## src/shared/debug_unit_pkg.sv

```systemverilog
// constants, encodings and carriers for the core debug control unit
package debug_unit_pkg;
    // ==========================================
    // coprocessor numbering
    localparam logic [3:0] COPRO_DEBUG  = 4'he;
    localparam logic [3:0] COPRO_SYSCTL = 4'hf;
    localparam logic [3:0] CRN_TX       = 4'h8;
    localparam logic [3:0] CRN_RX       = 4'h9;
    localparam logic [3:0] CRN_DCS      = 4'ha;
    localparam logic [3:0] CRN_TBUF     = 4'hb;
    localparam logic [3:0] CRN_CHK0     = 4'hc;
    localparam logic [3:0] CRN_CHK1     = 4'hd;
    localparam logic [3:0] CRN_LINK     = 4'he;
    localparam logic [3:0] CRN_BKPT     = 4'he;
    localparam logic [3:0] CRM_IBKPT0   = 4'h8;
    localparam logic [3:0] CRM_IBKPT1   = 4'h9;
    localparam logic [3:0] CRM_DBKPT0   = 4'h0;
    localparam logic [3:0] CRM_DBKPT1   = 4'h3;
    localparam logic [3:0] CRM_DBKCTL   = 4'h4;
    // ==========================================
    // processor modes
    localparam logic [4:0] MODE_USER    = 5'h10;
    localparam logic [4:0] MODE_ABORT   = 5'h17;
    localparam logic [4:0] MODE_DEBUG   = 5'h15;
    // ==========================================
    // debug_ctl_stat layout
    localparam int GE_POS      = 31;
    localparam int HALT_POS    = 30;
    localparam int SA_POS      = 5;
    localparam int CAUSE_LSB   = 2;
    localparam int TMODE_POS   = 1;
    localparam int TEN_POS     = 0;
    localparam int LINK_RXF    = 31;
    localparam int LINK_TXF    = 28;
    localparam logic [6:0] TRAPS_RESET = 7'h00;
    localparam logic [2:0] CAUSE_RESET = 3'h0;
    localparam logic [2:0] CAUSE_IBKPT = 3'h1;
    localparam logic [2:0] CAUSE_DBKPT = 3'h2;
    localparam logic [2:0] CAUSE_BKPT  = 3'h3;
    localparam logic [2:0] CAUSE_EXT   = 3'h4;
    localparam logic [2:0] CAUSE_VTRAP = 3'h5;
    localparam logic [2:0] CAUSE_TFULL = 3'h6;
    // ==========================================
    // types
    typedef enum logic [2:0] {
        CP_READ  = 3'b000,
        CP_WRITE = 3'b001,
        CP_LOAD  = 3'b010,
        CP_STORE = 3'b011,
        CP_OP    = 3'b100
    } cp_kind_type;
    typedef enum logic [1:0] {
        JT_DCS    = 2'b00,
        JT_TX     = 2'b01,
        JT_RX     = 2'b10,
        JT_ICACHE = 2'b11
    } jtag_target_type;
    typedef enum logic [1:0] {
        VEC_RESET  = 2'b00,
        VEC_PABORT = 2'b01,
        VEC_DABORT = 2'b10
    } vector_sel_type;
    typedef struct packed {
        logic        valid;
        cp_kind_type kind;
        logic [3:0]  copro;
        logic [3:0]  primary_reg_num;
        logic [3:0]  secondary_reg_num;
        logic [2:0]  op1;
        logic [2:0]  op2;
        logic [4:0]  mode;
        logic [31:0] wdata;
    } cp_req_type;
    // vector_hit order: reset, undef, swi, pabort, dabort, irq, fiq
    typedef struct packed {
        logic       inst_bkpt;
        logic       data_bkpt;
        logic       bkpt_instr;
        logic       ext_break;
        logic       trace_full;
        logic [6:0] vector_hit;
        logic       data_abort;
        logic       special_state;
    } dbg_event_type;
    typedef struct packed {
        logic           take;
        vector_sel_type vector;
        logic [4:0]     mode;
        logic [2:0]     cause;
    } dbg_entry_type;
endpackage

```

## src/verilog/core_debug_control_unit.sv

```systemverilog
// core debug control unit: register maps, debug_ctl_stat, entry redirection, jtag access
// Behaviour
// - halt configuration uses the reset vector for debug and the debug mode code 0x15.
// - a debug exception in halt configuration enters debug mode through the reset vector.
// - in monitor configuration it enters abort mode via prefetch- or data-abort vector by cause.
// - debug register accesses need zero opcode fields and user-mode access is undefined.
// - system coprocessor register 14 selects breakpoints by secondary number 8,9,0,3,4.
// - debug coprocessor primary numbers 8 to 14 select tx, rx, status, trace, checkpoints, link.
// - debug coprocessor takes transfers and load/store, data operations trap as undefined.
// - the debugger reaches tx, rx and selected link and status bits over jtag.
// - a vector-trap bit written one enables that trap, written zero disables it.
// - global debug on is software-written, jtag read-only, cleared by processor reset only.
// - the halt selector is jtag-written, software read-only, cleared by test reset only.
// - the seven trap bits are jtag-written, software read-only, cleared by test reset only.
// - a debug handler can be loaded over jtag and locked into the instruction cache.
// - the entry cause field records the highest-priority cause of the latest debug exception.
// - the trace buffer runs only with trace enable and global debug, and entry clears enable.
// - a data abort in the special debug state is suppressed and sets sticky abort.
`timescale 1ns/1ps
module core_debug_control_unit
(
    input  wire logic                           clk,
    input  wire logic                           nrst,
    input  wire debug_unit_pkg::cp_req_type     cp_req,
    input  wire logic [31:0]                    sysctl_rdata,
    output logic                                cp_done,
    output logic                                cp_undef,
    output logic [31:0]                         cp_rdata,
    output logic [4:0]                          sysctl_sel,
    output logic                                sysctl_wr,
    output logic [31:0]                         sysctl_wdata,
    input  wire debug_unit_pkg::dbg_event_type  dbg_event,
    output debug_unit_pkg::dbg_entry_type       dbg_entry,
    output logic                                abort_suppress,
    output logic                                trace_run,
    output logic                                trace_fill_once,
    input  wire logic                           tck,
    input  wire logic                           trst_n,
    input  wire logic                           tdi,
    input  wire logic                           jtag_capture,
    input  wire logic                           jtag_shift,
    input  wire logic                           jtag_update,
    input  wire logic [1:0]                     jtag_target,
    output logic                                tdo,
    output logic                                icache_load,
    output logic                                icache_lock,
    output logic [31:0]                         icache_data
);
    import debug_unit_pkg::*;

    // ==========================================
    // pin synchronisers: stage 1 feeds stage 2 only; kept out of processor reset
    // so that a test reset still reaches halt and traps while nrst is low
    localparam int NSYNC = 8;
    logic [NSYNC-1:0] pin_s1_reg;
    logic [NSYNC-1:0] pin_s2_reg;
    logic [NSYNC-1:0] pin_s3_reg;
    wire  [NSYNC-1:0] pin_raw = {tck, trst_n, tdi, jtag_capture, jtag_shift, jtag_update,
                                 jtag_target};
    always_ff @(posedge clk)
    begin
        pin_s1_reg <= pin_raw;
        pin_s2_reg <= pin_s1_reg;
        pin_s3_reg <= pin_s2_reg;
    end
    wire             tck_rise  = pin_s2_reg[7] & ~pin_s3_reg[7];
    wire             trst_act  = ~pin_s2_reg[6];
    wire             tdi_s     = pin_s2_reg[5];
    wire             cap_rise  = pin_s2_reg[4] & ~pin_s3_reg[4];
    wire             shift_s   = pin_s2_reg[3];
    wire             upd_rise  = pin_s2_reg[2] & ~pin_s3_reg[2];
    jtag_target_type tgt;
    assign tgt = jtag_target_type'(pin_s2_reg[1:0]);

    // ==========================================
    // state
    logic        ge_reg, sa_reg, tmode_reg, ten_reg;
    logic [2:0]  cause_reg;
    logic        halt_reg;
    logic [6:0]  traps_reg;
    logic [31:0] tx_reg, rx_reg, chk0_reg, chk1_reg, jshift_reg;
    logic        tx_full_reg, rx_full_reg, boot_reg;

    // image of debug_ctl_stat; reserved bits read zero
    wire [31:0] dcs_img = {ge_reg, halt_reg, 6'h00, traps_reg[6], traps_reg[5], 1'b0,
                           traps_reg[4:0], 10'h000, sa_reg, cause_reg, tmode_reg, ten_reg};
    wire [31:0] link_img = ({31'h0, rx_full_reg} << LINK_RXF) |
                           ({31'h0, tx_full_reg} << LINK_TXF);

    // ==========================================
    // coprocessor decode
    function automatic logic [4:0] bkpt_onehot(input logic [3:0] secondary_reg_num);
        bkpt_onehot = {secondary_reg_num == CRM_DBKCTL, secondary_reg_num == CRM_DBKPT1, secondary_reg_num == CRM_DBKPT0,
                       secondary_reg_num == CRM_IBKPT1, secondary_reg_num == CRM_IBKPT0};
    endfunction

    wire is_dbg    = cp_req.valid & (cp_req.copro == COPRO_DEBUG);
    wire is_sys    = cp_req.valid & (cp_req.copro == COPRO_SYSCTL) & (cp_req.primary_reg_num == CRN_BKPT);
    wire priv_ok   = (cp_req.mode != MODE_USER);
    wire ops_zero  = (cp_req.op1 == 3'h0) & (cp_req.op2 == 3'h0);
    wire to_core   = (cp_req.kind == CP_READ) | (cp_req.kind == CP_STORE);
    wire from_core = (cp_req.kind == CP_WRITE) | (cp_req.kind == CP_LOAD);
    wire bad_dbg   = is_dbg & (~priv_ok | (cp_req.kind == CP_OP));
    wire bad_sys   = is_sys & (~priv_ok | (cp_req.kind == CP_OP) | ~ops_zero);
    wire dbg_ok    = is_dbg & ~bad_dbg & ops_zero & (cp_req.secondary_reg_num == 4'h0);
    wire sys_ok    = is_sys & ~bad_sys;
    wire dbg_wr    = dbg_ok & from_core;
    wire dbg_rd    = dbg_ok & to_core;
    wire [4:0] sys_hit = bkpt_onehot(cp_req.secondary_reg_num);

    logic [31:0] dbg_rdata;
    always_comb
    begin
        case (cp_req.primary_reg_num)
            CRN_TX:   dbg_rdata = tx_reg;
            CRN_RX:   dbg_rdata = rx_reg;
            CRN_DCS:  dbg_rdata = dcs_img;
            CRN_TBUF: dbg_rdata = 32'h0;
            CRN_CHK0: dbg_rdata = chk0_reg;
            CRN_CHK1: dbg_rdata = chk1_reg;
            CRN_LINK: dbg_rdata = link_img;
            default:  dbg_rdata = 32'h0;
        endcase
    end
    wire sw_dcs = dbg_wr & (cp_req.primary_reg_num == CRN_DCS);

    // ==========================================
    // debug exception selection
    wire [6:0] vec_trap = dbg_event.vector_hit & traps_reg;
    wire boot_hit  = boot_reg & traps_reg[0];
    wire trap_hit  = (ge_reg & (|vec_trap[6:1])) | vec_trap[0];
    wire dbkpt_hit = ge_reg & dbg_event.data_bkpt;
    wire ext_hit   = ge_reg & (dbg_event.ext_break | dbg_event.trace_full);
    wire ibkpt_hit = ge_reg & dbg_event.inst_bkpt;
    wire bkpt_hit  = ge_reg & dbg_event.bkpt_instr;
    wire take      = boot_hit | trap_hit | dbkpt_hit | ext_hit | ibkpt_hit | bkpt_hit;
    // priority order follows the event ranking, reset trap first
    wire [2:0] take_cause = boot_hit  ? CAUSE_RESET :
                            trap_hit  ? CAUSE_VTRAP :
                            dbkpt_hit ? CAUSE_DBKPT :
                            dbg_event.ext_break ? (ext_hit ? CAUSE_EXT : CAUSE_IBKPT) :
                            ext_hit   ? CAUSE_TFULL :
                            ibkpt_hit ? CAUSE_IBKPT : CAUSE_BKPT;
    dbg_entry_type entry_next;
    always_comb
    begin
        entry_next.take = take;
        if (halt_reg)
        begin
            entry_next.vector = VEC_RESET;
            entry_next.mode   = MODE_DEBUG;
        end
        else
        begin
            // data breakpoints behave as data aborts, the rest as prefetch aborts
            entry_next.vector = (take_cause == CAUSE_DBKPT) ? VEC_DABORT : VEC_PABORT;
            entry_next.mode   = MODE_ABORT;
        end
        entry_next.cause = take_cause;
    end
    wire abort_in_dbg = dbg_event.data_abort & dbg_event.special_state;

    // ==========================================
    // software-owned bits, cleared by processor reset, which also sets the boot flag
    always_ff @(posedge clk or negedge nrst)
    begin
        if (!nrst)
        begin
            ge_reg    <= 1'b0;
            sa_reg    <= 1'b0;
            tmode_reg <= 1'b0;
            ten_reg   <= 1'b0;
            cause_reg <= CAUSE_RESET;
            boot_reg  <= 1'b1;
        end
        else
        begin
            boot_reg  <= 1'b0;
            ge_reg    <= sw_dcs ? cp_req.wdata[GE_POS] : ge_reg;
            tmode_reg <= sw_dcs ? cp_req.wdata[TMODE_POS] : tmode_reg;
            // hardware set beats a software clear in the same cycle
            sa_reg    <= abort_in_dbg | (sw_dcs ? cp_req.wdata[SA_POS] : sa_reg);
            cause_reg <= take ? take_cause :
                         sw_dcs ? cp_req.wdata[CAUSE_LSB+:3] : cause_reg;
            ten_reg   <= ~take & (sw_dcs ? cp_req.wdata[TEN_POS] : ten_reg);
        end
    end

    // ==========================================
    // jtag-owned bits: untouched by processor reset, cleared by synced test reset
    wire jt_upd_dcs = upd_rise & (tgt == JT_DCS);
    always_ff @(posedge clk)
    begin
        if (trst_act)
        begin
            halt_reg  <= 1'b0;
            traps_reg <= TRAPS_RESET;
        end
        else if (jt_upd_dcs)
        begin
            halt_reg  <= jshift_reg[HALT_POS];
            traps_reg <= {jshift_reg[23], jshift_reg[22], jshift_reg[20:16]};
        end
    end

    // ==========================================
    // jtag shift path and comm link
    logic [31:0] cap_val;
    always_comb
    begin
        case (tgt)
            JT_DCS:  cap_val = dcs_img;
            JT_TX:   cap_val = tx_reg;
            JT_RX:   cap_val = link_img;
            default: cap_val = 32'h0;
        endcase
    end
    wire sw_tx_wr = dbg_wr & (cp_req.primary_reg_num == CRN_TX);
    wire sw_rx_rd = dbg_rd & (cp_req.primary_reg_num == CRN_RX);
    wire jt_tx_rd = upd_rise & (tgt == JT_TX);
    wire jt_rx_wr = upd_rise & (tgt == JT_RX);
    always_ff @(posedge clk or negedge nrst)
    begin
        if (!nrst)
        begin
            jshift_reg  <= '0;
            tdo         <= 1'b0;
            tx_reg      <= '0;
            rx_reg      <= '0;
            chk0_reg    <= '0;
            chk1_reg    <= '0;
            tx_full_reg <= 1'b0;
            rx_full_reg <= 1'b0;
        end
        else
        begin
            if (cap_rise)
                jshift_reg <= cap_val;
            else if (shift_s & tck_rise)
                jshift_reg <= {tdi_s, jshift_reg[31:1]};
            tdo         <= jshift_reg[0];
            tx_reg      <= sw_tx_wr ? cp_req.wdata : tx_reg;
            rx_reg      <= jt_rx_wr ? jshift_reg : rx_reg;
            chk0_reg    <= (dbg_wr & (cp_req.primary_reg_num == CRN_CHK0)) ? cp_req.wdata : chk0_reg;
            chk1_reg    <= (dbg_wr & (cp_req.primary_reg_num == CRN_CHK1)) ? cp_req.wdata : chk1_reg;
            tx_full_reg <= sw_tx_wr | (tx_full_reg & ~jt_tx_rd);
            rx_full_reg <= jt_rx_wr | (rx_full_reg & ~sw_rx_rd);
        end
    end

    // ==========================================
    // registered outputs
    always_ff @(posedge clk or negedge nrst)
    begin
        if (!nrst)
        begin
            cp_done         <= 1'b0;
            cp_undef        <= 1'b0;
            cp_rdata        <= '0;
            sysctl_sel      <= '0;
            sysctl_wr       <= 1'b0;
            sysctl_wdata    <= '0;
            dbg_entry       <= '0;
            abort_suppress  <= 1'b0;
            trace_run       <= 1'b0;
            trace_fill_once <= 1'b0;
            icache_load     <= 1'b0;
            icache_lock     <= 1'b0;
            icache_data     <= '0;
        end
        else
        begin
            cp_done         <= is_dbg | is_sys;
            cp_undef        <= bad_dbg | bad_sys;
            cp_rdata        <= dbg_rd ? dbg_rdata : ((sys_ok & to_core) ? sysctl_rdata : 32'h0);
            sysctl_sel      <= sys_ok ? sys_hit : 5'h00;
            sysctl_wr       <= sys_ok & from_core;
            sysctl_wdata    <= cp_req.wdata;
            dbg_entry       <= entry_next;
            abort_suppress  <= abort_in_dbg;
            trace_run       <= ten_reg & ge_reg & ~take;
            trace_fill_once <= tmode_reg;
            // each update on the cache target loads one locked handler word
            icache_load     <= upd_rise & (tgt == JT_ICACHE);
            icache_lock     <= upd_rise & (tgt == JT_ICACHE);
            icache_data     <= jshift_reg;
        end
    end
endmodule

```

## config.mk

```make
export PLATFORM = sky130hd
export DESIGN_NAME = core_debug_control_unit
export DESIGN_NICKNAME = d
export VERILOG_FILES = /design/src/shared/debug_unit_pkg.sv /design/src/verilog/core_debug_control_unit.sv
export SDC_FILE = /design/constraint.sdc
export NUM_CORES = 1
export LEC_CHECK = 0
export ABC_AREA = 1
export CAP_MARGIN = 10
export CORE_ASPECT_RATIO = 0.7
export CORE_UTILIZATION = 60
export CTS_CLUSTER_SIZE = 10
export DETAILED_ROUTE_END_ITERATION = 6
export DONT_BUFFER_PORTS = 1
export PLACE_DENSITY_LB_ADDON = 0.1
export SYNTH_ARGS = -nofsm -noshare
export SYNTH_HDL_FRONTEND = slang
export SYNTH_SLANG_ARGS = --single-unit
```

## constraint.sdc

```tcl
create_clock -name clk -period 2.2 [get_ports clk]
set_clock_uncertainty 0.2 [all_clocks]
set_input_delay 0.11 -clock clk [delete_from_list [all_inputs] [get_ports clk]]
set_output_delay 0.11 -clock clk [all_outputs]
set_load 0.01 [all_outputs]
```

=== Word level (Yosys, flattened, before mapping) ===
Index checks and enable logic that the tools add are counted.

* Flip-flop bits (word level): 322
* Input bits: 115
* Logic and storage cells: 150

* Eq/ne operators: 21
* Muxes and demuxes: 20
* Bitwise gates (word level): 67
* Reductions and logical operators: 8

{| class="wikitable"
|+ Operator list
! operator !! count
|-
| $pmux 32 s6 || 1
|-
| $mux 32 || 4
|-
| $pmux 32 s3 || 1
|-
| $eq 4x4->1 const B || 10
|-
| $and 1x1->1 || 39
|-
| $or 32x29->32 || 1
|-
| $mux 3 || 8
|-
| $or 1x1->1 || 16
|-
| $not 1->1 || 10
|-
| $eq 3x2->1 const B || 3
|-
| $logic_not 3->1 || 3
|-
| $and 7x7->7 || 1
|-
| $mux 7 || 1
|-
| $reduce_or 6->1 || 1
|-
| $mux 5 || 1
|-
| $ne 5x5->1 const B || 1
|-
| $eq 2x2->1 const B || 2
|-
| $eq 4x2->1 const B || 1
|-
| $eq 4x3->1 const B || 1
|-
| $logic_not 4->1 || 1
|-
| $mux 2 || 2
|-
| $reduce_bool 2->1 || 2
|-
| $eq 3x1->1 const B || 1
|-
| $eq 3x3->1 const B || 1
|-
| 3 further kinds || 4
|}

=== Longest topological paths before layout ===
Gate-level depths: netlist of the first run.

* Depth in word-level cells: 13
* Depth in mapped cells: 11
* Gate-level depth less buffers: 11

=== Worst setup path before layout of the first run ===
Ideal clock, no wire load.

* Path kind: flip-flop to flip-flop
* From: register pin_s2_reg[4]
* To: register jshift_reg[25]
* Data arrival time: 1.329 ns
* Data required time: 1.867 ns
* Setup slack: 0.538 ns
* Stages on the path, launching flop included: 8
* Buffers on the path: 2
* Period minus slack after synthesis: 1.662 ns
* Cells stage by stage: dfxtp_1 > inv_1 > nor2_1 > clkbuf_1 > clkbuf_1 > o22ai_1 > nand2_1 > o21ai_0

* Word-level cells in the longest chain between the ends: 2
* Elaborated cells between the ends (all ways): 3

{| class="wikitable"
|+ RTL lines
! item !! RTL line !! text
|-
| from (decl) || core_debug_control_unit.sv:56 || <nowiki>logic [NSYNC-1:0] pin_s2_reg;</nowiki>
|-
| from (signal assigned) || core_debug_control_unit.sv:63 || <nowiki>pin_s2_reg <= pin_s1_reg;</nowiki>
|-
| $and 1x1->1 * || core_debug_control_unit.sv:69 || <nowiki>wire cap_rise = pin_s2_reg[4] & ~pin_s3_reg[4];</nowiki>
|-
| $mux 32 / $reduce_bool 2->1 (equally long branches) || - ||
|-
| to (signal assigned) || core_debug_control_unit.sv:238 || <nowiki>jshift_reg <= cap_val;</nowiki>
|-
| to (signal assigned) || core_debug_control_unit.sv:240 || <nowiki>jshift_reg <= {tdi_s, jshift_reg[31:1]};</nowiki>
|-
| to (decl) || core_debug_control_unit.sv:81 || <nowiki>logic [31:0] tx_reg, rx_reg, chk0_reg, chk1_reg, jshift_reg;</nowiki>
|}

Every way passes the cells marked *; elsewhere a longest branch is shown, timed or not.
A chain may end at the register's enable or synchronous reset.

=== Worst setup path in the final report of the first run ===
* From: register ge_reg
* To: register cause_reg[1]

* Word-level cells in the longest chain between the ends: 8
* Elaborated cells between the ends (all ways): 19

{| class="wikitable"
|+ RTL lines
! item !! RTL line !! text
|-
| from (decl) || core_debug_control_unit.sv:77 || <nowiki>logic ge_reg, sa_reg, tmode_reg, ten_reg;</nowiki>
|-
| from (signal assigned) || core_debug_control_unit.sv:179 || <nowiki>ge_reg <= sw_dcs ? cp_req.wdata[GE_POS] : ge_reg;</nowiki>
|-
| $and 1x1->1, on equally long branches || core_debug_control_unit.sv:134, core_debug_control_unit.sv:131 ||
|-
| $mux 2 / $or 1x1->1 (equally long branches) || core_debug_control_unit.sv:143, core_debug_control_unit.sv:131 ||
|-
| $mux 3 / $or 1x1->1 (equally long branches) || core_debug_control_unit.sv:142, core_debug_control_unit.sv:136 ||
|-
| $mux 3 / $or 1x1->1 (equally long branches) || core_debug_control_unit.sv:141, core_debug_control_unit.sv:136 ||
|-
| $mux 3 / $or 1x1->1 (equally long branches) || core_debug_control_unit.sv:140, core_debug_control_unit.sv:136 ||
|-
| $mux 3 / $or 1x1->1 (equally long branches) || core_debug_control_unit.sv:139, core_debug_control_unit.sv:136 ||
|-
| $mux 3 / $or 1x1->1 (equally long branches) || core_debug_control_unit.sv:138, core_debug_control_unit.sv:136 ||
|-
| $mux 3 / $reduce_bool 2->1 (equally long branches) || - ||
|-
| to (signal assigned) || core_debug_control_unit.sv:183 || <nowiki>cause_reg <= take ? take_cause :</nowiki>
|-
| to (decl) || core_debug_control_unit.sv:78 || <nowiki>logic [2:0] cause_reg;</nowiki>
|}

Parallel ways exist; a longest one is shown, timed or not.

==> results of run 1 <==
-- per-layer routing --
layer / global-route usage, % / vias up / wire (um)
li1: - / 4407 / -
met1: 49.3 / 4743 / 14500
met2: 48.6 / 534 / 14900
met3: 6.30 / 89 / 3090
met4: 9.57 / 0 / 824
met5: 0 / - / 0
-- report_power, final --
part,internal (mW),switching [mW],leakage (nW)
sequential,6.03,0.217,4.08
clock,3.21,2.21,0.506
combinational,0.306,0.392,2.38
-- final cells by class --
| type | instances | area, um^2 |
|---|---|---|
| Timing Repair Buffer | 180 | 1840 |
| Sequential cell | 313 | 7700 |
| Tap cell | 270 | 338 |
| Clock inverter | 2 | 17.5 |
| Clock buffer | 53 | 1030 |
| Fill cell | 1405 | 4750 |
| Multi-Input combinational cell | 757 | 3740 |
| Inverter | 131 | 497 |
-- worst paths after layout --
check	startpoint	end	slack [ns]	cells past startpoint
max	ge_reg	cause_reg[1]	0.06	8
min	nrst	icache_data[23]	-0.91	0
max reg2reg	ge_reg	cause_reg[1]	0.06	8
min reg2reg	pin_s1_reg[1]	pin_s2_reg[1]	0.13	0
max in group asynchronous	nrst	boot_reg	2.27	0
min in group clk	cp_req[47]	chk1_reg[0]	-0.09	4
-- synth_stat cells (all sizes together) (2+ instances only) --
cell,number
a21oi,20
buf,30
clkbuf,32
conb,2
dfrtp,285
dfxtp,27
inv,131
nand2,386
nand3,30
nand4,11
nor2,32
nor3,10
nor4,3
o2111ai,16
o211ai,18
o21ai,186
o221ai,7
o22ai,25
or2,3
-- what timing repair did --
item,4_1_cts,5_1_grt
setup endpoints to repair,0,20
setup buffers,0,2
hold endpoints to repair,478,291
resized for setup,0,10
-- worst max-delay path: stages, from the launching register on --
cell and delay [ns]:
dfrtp_2 0.47, o21ai_1 0.14, nand2_1 0.13, nor2_1 0.20, nand4_1 0.13, dlygate4sd3_1 0.60
nand2_1 0.10, nand2_1 0.06, nand2_1 0.05
-- cell families after synthesis --
kind of cell	after synthesis	share of synthesized area (%)
AOI/OAI and AO/OA	277	13.8
buffers and inverters	193	6.87
DFF	313	62.9
muxes	1	0.0920
other	2	0.0614
and+or+nand+nor	476	16.2
==> flow_summary_export.csv, run 1 <==
group,metric,value,unit
cts,hold_buffers,156,
outcome,violations,"hold timing",
worst_setup_path,worstSetupPathType,"reg2reg",
finish,layout_common_cells,"nand2_1 (380), dfrtp_1 (284), dlygate4sd3_1 (153)",
grt,gr-usage-all-layers,32.8,%
route,drtPass1Iterations,6,
synth,synth-seq-cells,313,
cts,clk_latency,0.52,ns
place,place_ws,0.240,ns
sta,finalMaxSlewViolations,0,
synth,synth_enable_flop_cells,0,
route,post_drt_via_cell_ratio,5.73,
floorplanning,dieArea,21000,um^2
synth,yosysUniqueCellTypes,45,
synth,synth_area_leaders,"dfrtp_1 (58%), nand2_1 (12%), o21ai_0 (5.6%), dfxtp_1 (4.4%), inv_1 (3.9%)",
grt,grt_max_degree,287,
sta,finalSetupTns,0,ns
hold_path,hp-class,"in2async",
worst_setup_path,path_max_fanout,8,
finish,instances_no_fill,1706,
floorplanning,core_area,19900,um^2
finish,layout-drive-gt1-share,9.05,%
synth,syn_area_per_cell,9.69,um^2
place,place.gp.congestion,0.845,
cts,clkTransAtPathRegs,0.06,ns
sta,fin_crit_sh,97.2,%
worst_setup_path,worst_setup_path_start_kind,"register",
synth,netlist_area,12200,um^2
cts,cts_max_level,2,
sta,hold_viol_final,294,
cts,cts_buffer_depth,3,
place,hpwl,19.6,mm
cts,cts_buffers,37,
cts,cts_root_buffer,"clkbuf_16",
sta,slew_headroom,55.6,%
place,port_buffers,0,
pwr,ir_drop,0.000803,V
sta,tightest_slew,0.666,ns
floorplanning,rows,43,
finish,antennaDiodeCount,0,
floorplanning,start_util,61.5,%
synth,ys.warnings.count,0,
grt,antenna_found_initial,0,
outcome,outcome,"finished with violations",
worst_setup_path,worstPathArrival,2.39,ns
sta,setup_viol_count_final,0,
floorplanning,die_h,121,um
finish,nNetsFinal,1535,
sta,whs,-0.912,ns
pwr,power_density,816,nW/um^2
run,drv_cap,0,
cts,cts_tree,"yes",
route,ant_nets,0,
synth,async_flop_share,91.4,%
sta,timing.fmax,0.468,GHz
worst_setup_path,endpoint_kind,"register",
finish,fin_area,15200,um^2
place,placed_cell_area,12500,um^2
synth,ys.flop_type,"dfrtp_1",
sta,final.min_clock_period,2.14,ns
finish,final_common_cell,"nand2_1",
route,vias,9773,
grt,grt_pass1_vias,9443,
finish,area_growth,23.9,%
route,drc,0,
grt,grt_pass1_wl,52.9,mm
sta,rsz0062_at_grt,"false",
pwr,fin_total_pwr,12.4,mW
synth,synth_top_area_share,58.3,%
route,post_drt_wl_per_cell,19.5,um
synth,synth_top_area_cell,"dfrtp_1",
route,drt-initial-drc-count,1198,
grt,overflow,0,
pwr,power.leakage,6.97,nW
finish,final_util,76.2,%
floorplanning,ios,236,
synth,syn_inst,1262,
cts,cts.sink_count,313,
worst_setup_path,cp.required,2.45,ns
sta,fin_ws,0.0620,ns
place,place_inst,1495,
floorplanning,die_w,173,um
synth,ys_seq_area_share,62.9,%
route,routed_wl,33.3,mm
Power figures use the tool's default switching activity.
==> inputs of run 2 (changes only) <==
CORE_ASPECT_RATIO = unset   (was 0.7)
==> run 2 against run 1 <==
Net effect:
- the flow finishes with violations (hold timing, setup timing)
- sequential power hardly changed
- cell area is 2.9% higher
- critical path depth is 1 lower
- highest routed layer is now met5
- via count is 2.7% higher
- worst hold slack better by 0.0098 ns
- utilization is 2.9 points higher
==> flow_summary_export.csv, run 2 (same netlist as run 1, synthesis figures left out) <==
group,metric,value,unit
outcome,outcome,"finished with violations",
outcome,violations,"hold timing, setup timing",
sta,tightest_slew,0.628,ns
finish,antennaDiodeCount,0,
sta,finalMaxSlewViolations,0,
sta,hold_viol_final,286,
finish,final_common_cell,"nand2_1",
pwr,seqPwrFrac,50.2,%
cts,cts_tree,"yes",
cts,cts.sink_count,313,
route,post_drt_wl_per_cell,20.7,um
cts,cts_max_level,2,
finish,area_growth,27.5,%
worst_setup_path,worstSetupStartpoint,"cp_req[58]",
worst_setup_path,r2r-start,"traps_reg[1]",
grt,grt_pass1_vias,9759,
hold_path,hp-class,"in2async",
floorplanning,start_util,62.0,%
worst_setup_path,rr_worst_depth,12,
place,placed_cell_area,12500,um^2
pwr,pwr-share-clk,43.9,%
worst_setup_path,endpoint_kind,"register",
finish,fill_cells,1219,
sta,final.min_clock_period,2.36,ns
worst_setup_path,rrSetupSlack,0.08,ns
finish,layout-drive-gt1-share,10.8,%
grt,overflow,0,
pwr,fin_total_pwr,12.4,mW
sta,whs,-0.902,ns
cts,cts_buffer_depth,3,
finish,fin_area,15600,um^2
worst_setup_path,worst_setup_path_start_kind,"input port",
cts,cts_buffers,37,
worst_setup_path,worstSetupPathType,"in2reg",
worst_setup_path,cp.required,2.38,ns
pwr,switching_share,22.9,%
route,vias,10037,
place,place.gp.congestion,0.865,
route,drt-initial-drc-count,886,
sta,setup_viol_count_final,7,
sta,finalSetupTns,-0.250,ns
sta,fin_crit_sh,107,%
worst_setup_path,rr_endpoint,"cause_reg[1]",
place,hpwl,20.3,mm
worst_setup_path,worstPathArrival,2.54,ns
route,post_drt_via_cell_ratio,5.77,
grt,grt_max_degree,287,
cts,clkTransAtPathRegs,0.05,ns
pwr,power.leakage,7.22,nW
finish,nNetsFinal,1572,
grt,grt_pass1_wl,52.5,mm
floorplanning,die_w,145,um
floorplanning,dieArea,21000,um^2
pwr,power_density,798,nW/um^2
pwr,combPwrFrac,5.9,%
sta,fin_ws,-0.156,ns
pwr,p_int,9.59,mW
pwr,p_sw,2.85,mW
grt,antenna_found_initial,1,
grt,gr-usage-all-layers,33.6,%
sta,rsz0062_at_grt,"true",
route,routed_wl,36.1,mm
pwr,ir_drop,0.000734,V
sta,timing.fmax,0.424,GHz
worst_setup_path,path_max_fanout,4,
cts,cts_root_buffer,"clkbuf_16",
route,ant_nets,0,
route,drtPass1Iterations,5,
floorplanning,rows,51,
floorplanning,die_h,145,um
cts,clk_latency,0.52,ns
floorplanning,core_area,19700,um^2
route,drc,0,
floorplanning,ios,236,
sta,slew_headroom,58.1,%
run,drv_cap,0,
finish,layout_common_cells,"nand2_1 (378), dfrtp_1 (284), dlygate4sd3_1 (163)",
place,port_buffers,0,
## run 2: cell count changes in the layout (fill, tap and decap cells not counted), sizes merged
cell,delta
buf,+18
dlygate4sd3,+10
clkinv,+1
inv,-1
clkbuf,+5
dlymetal6s4s,+7
## run 2: how the worst max path moves through the flow
stage / slack [ns] / end / depth (start not counted)
detailed placement: 0.31 / chk1_reg[23] / 10
finish: -0.16 / sysctl_sel[0] / 7
floorplan: 0.54 / jshift_reg[25] / 7
global placement: 0.33 / cp_rdata[1] / 9
global route: -0.16 / sysctl_sel[0] / 7
CTS: 0.006 / chk1_reg[23] / 7
## run 2: metrics by stage
step / setup slack [ns] / util, % / std cells
3_3_place_gp: 0.334 / 63.6 / 1496
6_report: -0.156 / 79.1 / 1741
4_1_cts: 0.00638 / 77.6 / 1724
3_5_place_dp: 0.315 / 63.6 / 1496
5_1_grt: -0.160 / 79.1 / 1741
2_1_floorplan: 0.538 / - / 1263
## run 2: metal layers
| layer | vias up | share of wire [%] | GRT usage [%] |
|---|---|---|---|
| li1 | 4492 | - | - |
| met4 | 2 | 5.0 | 16.0 |
| met2 | 573 | 46 | 53.3 |
| met5 | - | 0.036 | 0 |
| met3 | 123 | 9.3 | 6.84 |
| met1 | 4847 | 39 | 44.5 |
## run 2: area by class of cell
| cell class | instances | area [um^2] | share of cell area, % |
|---|---|---|---|
| multi-input combinational | 757 | 3780 | 24.2 |
| clock inverter | 2 | 13.8 | 0.0883 |
| tap | 265 | 332 | 2.13 |
| inverter | 131 | 497 | 3.19 |
| sequential | 313 | 7700 | 49.4 |
| clock buffer | 56 | 1040 | 6.67 |
| timing repair buffer | 217 | 2230 | 14.3 |
## run 2: power by group through the flow
stage	sequential (mW)	combinational [mW]	clock, mW
after CTS	6.24	0.685	5.49
after floorplan	6.27	0.341	0
after detailed placement	6.33	0.466	0
final	6.24	0.735	5.46
after global routing	6.27	0.801	5.74
after global placement	6.33	0.454	0
## run 2: critical path, stage by stage
cell	delay [ns]
dlygate4sd3_1	0.56
inv_1	0.08
nor4_4	0.36
buf_4	0.17
nand4_1	0.14
dlygate4sd3_1	0.76
nor3_4	0.35
## run 2: timing repair
action,CTS,global route
hold buffers,170,1
setup buffers,0,14
setup endpoints to repair,0,51
resized for setup,0,37
hold endpoints to repair,478,288
==> inputs of run 3 (changes only) <==
--- a/config.mk
+++ b/config.mk
@@ -8,9 +8,10 @@
 export ABC_AREA = 1
 export CAP_MARGIN = 10
-export CORE_UTILIZATION = 60
+export CORE_UTILIZATION = 30
 export CTS_CLUSTER_SIZE = 10
 export DETAILED_ROUTE_END_ITERATION = 6
 export DONT_BUFFER_PORTS = 1
 export PLACE_DENSITY_LB_ADDON = 0.1
+export REMOVE_ABC_BUFFERS = 1
 export SYNTH_ARGS = -nofsm -noshare
 export SYNTH_HDL_FRONTEND = slang
==> constraint.sdc (replaced) <==
create_clock -name clk -period 2.2 [get_ports clk]
set_clock_uncertainty 0.2 [all_clocks]
set_input_delay 0.11 -clock clk [delete_from_list [all_inputs] [get_ports clk]]
set_output_delay 0.11 -clock clk [all_outputs]
set_load 0.02 [all_outputs]
==> run 3 against run 2 <==
Net effect:
- the flow finishes with violations (hold timing)
- critical path depth increased by 2
- largest cell class unchanged
- via count shrank 6.4%
- global-route usage is 15 points lower
- highest routed layer unchanged
- clock-buffer cell count rose by 9
- critical endpoint is now tx_reg[31]
- combinational power grew 3.1%
- first-iteration DRC count decreased by 40%
- worst hold slack worse by 0.031 ns
- wire length rose by 7.0%
- maximum frequency rose by 11%
- die area is 98% higher
- total power increased by 6.5%
- clock power rose by 13%
==> flow_summary_export.csv, run 3 (same netlist as run 1, synthesis figures left out) <==
group,metric,value,unit
floorplanning,rows,73,
worst_setup_path,path_cells,"dlygate4sd3_1, nor3_1, nand2_1, nor2_4, nand2_4, inv_6, nand3_4, dlygate4sd3_1, o21ai_2",
worst_setup_path,cp.required,2.48,ns
grt,antenna_found_initial,2,
finish,instances_no_fill,2015,
cts,cts_root_buffer,"clkbuf_16",
worst_setup_path,crit_slowest_cell,"dlygate4sd3_1",
floorplanning,die_h,204,um
route,wl_met3,1.69,mm
route,post_drt_via_cell_ratio,4.66,
finish,final_common_cell,"nand2_1",
floorplanning,start_util,30.6,%
worst_setup_path,path_max_fanout,10,
route,drt-initial-drc-count,528,
worst_setup_path,crit_top_cell,"dlygate4sd3_1",
pwr,power_density,825,nW/um^2
sta,fin_crit_sh,96.2,%
hold_path,hp-class,"in2async",
worst_setup_path,crit_family,"buffers and inverters",
finish,final_util,40.1,%
sta,tightest_slew,1.10,ns
cts,cts_buffer_depth,3,
grt,grt_pass1_wl,58.7,mm
finish,area_growth,31.2,%
sta,rsz0062_at_grt,"false",
sta,final.min_clock_period,2.12,ns
grt,grt_pass1_vias,9569,
finish,layout-drive-gt1-share,9.74,%
worst_setup_path,rrSetupSlack,0.12,ns
grt,grt_max_degree,287,
cts,cts_buffers,39,
floorplanning,ios,236,
cts,cts_tree,"yes",
worst_setup_path,endpoint_kind,"register",
cts,cts_max_level,2,
grt,gr-usage-all-layers,18.9,%
route,drtPass1Iterations,5,
route,drc,0,
floorplanning,core_area,40000,um^2
worst_setup_path,rr_worst_depth,9,
sta,slew_headroom,26.7,%
cts,clk_latency,0.55,ns
route,ant_nets,0,
pwr,power.leakage,7.23,nW
run,drv_cap,0,
outcome,outcome,"finished with violations",
route,post_drt_wl_per_cell,19.2,um
worst_setup_path,rr_endpoint,"cause_reg[1]",
cts,cts_setup_buffers,0,
floorplanning,die_w,204,um
worst_setup_path,slowest_delay,0.67,ns
route,top_layer,"met5",
pwr,ir_drop,0.000416,V
finish,nNetsFinal,1575,
place,port_buffers,0,
route,dr_wl_met2,18.1,mm
sta,finalMaxSlewViolations,0,
sta,timing.fmax,0.472,GHz
route,routed_wl,38.6,mm
cts,clkTransAtPathRegs,0.06,ns
worst_setup_path,worstSetupPathType,"in2reg",
sta,hold_viol_final,287,
outcome,violations,"hold timing",
route,drt-met1-wl,17.7,mm
worst_setup_path,worst-path-buf-inv,3,
sta,whs,-0.933,ns
grt,overflow,0,
place,place.gp.congestion,0.747,
floorplanning,dieArea,41600,um^2
place,place_inst,1758,
place,hpwl,24.2,mm
route,vias,9395,
finish,layout_common_cells,"nand2_1 (381), dfrtp_1 (285), dlygate4sd3_1 (184)",
worst_setup_path,r2r-start,"ge_reg",
cts,cts.sink_count,313,
sta,setup_viol_count_final,0,
worst_setup_path,worst_setup_path_start_kind,"input port",
worst_setup_path,worstPathArrival,2.40,ns
[run 3: changes by cell type in the layout (fill, tap and decap cells not counted), moves of 3 or more]
| cell | delta |
|---|---|
| dlygate4sd3_1 | +21 |
| nand2_1 | +3 |
| clkbuf_8 | +5 |
| nor2_2 | +3 |
| buf_4 | -12 |
| nand2_2 | -3 |
| dlymetal6s4s_1 | -6 |
| clkbuf_1 | +4 |
[run 3: area by class of cell]
type / count / area [um^2]
Inverter: 131 / 497
Sequential cell: 313 / 7700
Tap cell: 525 / 657
Multi-Input combinational cell: 757 / 3740
Clock buffer: 65 / 1120
Clock inverter: 5 / 86.3
Antenna cell: 1 / 2.50
Timing Repair Buffer: 218 / 2240
Fill cell: 3959 / 24000
[run 3: per-stage QoR]
| step | setup TNS (ns) | power, mW | area (um^2) | setup WS, ns | hold slack, ns |
|---|---|---|---|---|---|
| after floorplan | -54.36 | 6.67 | 11900 | -1.24 | -0.386 |
| after global placement | 0 | 6.91 | 13000 | 0.278 | -0.379 |
| after detailed placement | 0 | 6.92 | 13000 | 0.303 | -0.379 |
| after CTS | 0 | 13.5 | 16000 | 0.00320 | -0.969 |
| after global routing | 0 | 13.8 | 16100 | 0.00124 | -0.968 |
| final | 0 | 13.2 | 16100 | 0.0829 | -0.933 |
[run 3: power by group]
| group | total (mW) | switching, mW | internal [mW] |
|---|---|---|---|
| logic | 0.758 | 0.402 | 0.356 |
| registers | 6.31 | 0.289 | 6.03 |
| clock network | 6.18 | 2.47 | 3.71 |
[run 3: timing repair]
action,in CTS,in global routing
hold buffers,183,3
resized for setup,0,6
hold endpoints to repair,479,289
setup endpoints to repair,0,12
[run 3: worst max path at each step]
stage / startpoint / endpoint / cells past startpoint
floorplan: pin_s2_reg[4] / jshift_reg[30] / 7
global placement: ge_reg / cause_reg[1] / 8
detailed placement: cp_req[38] / tx_reg[29] / 9
CTS: cp_req[51] / sysctl_sel[1] / 7
global route: cp_req[41] / tx_reg[31] / 9
finish: cp_req[38] / tx_reg[31] / 9
[run 3: metal layers]
| metal | up-vias | global-route usage [%] |
|---|---|---|
| li1 | 4529 | - |
| met1 | 4572 | 25.7 |
| met2 | 232 | 30.2 |
| met3 | 60 | 3.22 |
| met4 | 2 | 7.09 |
| met5 | - | 0 |
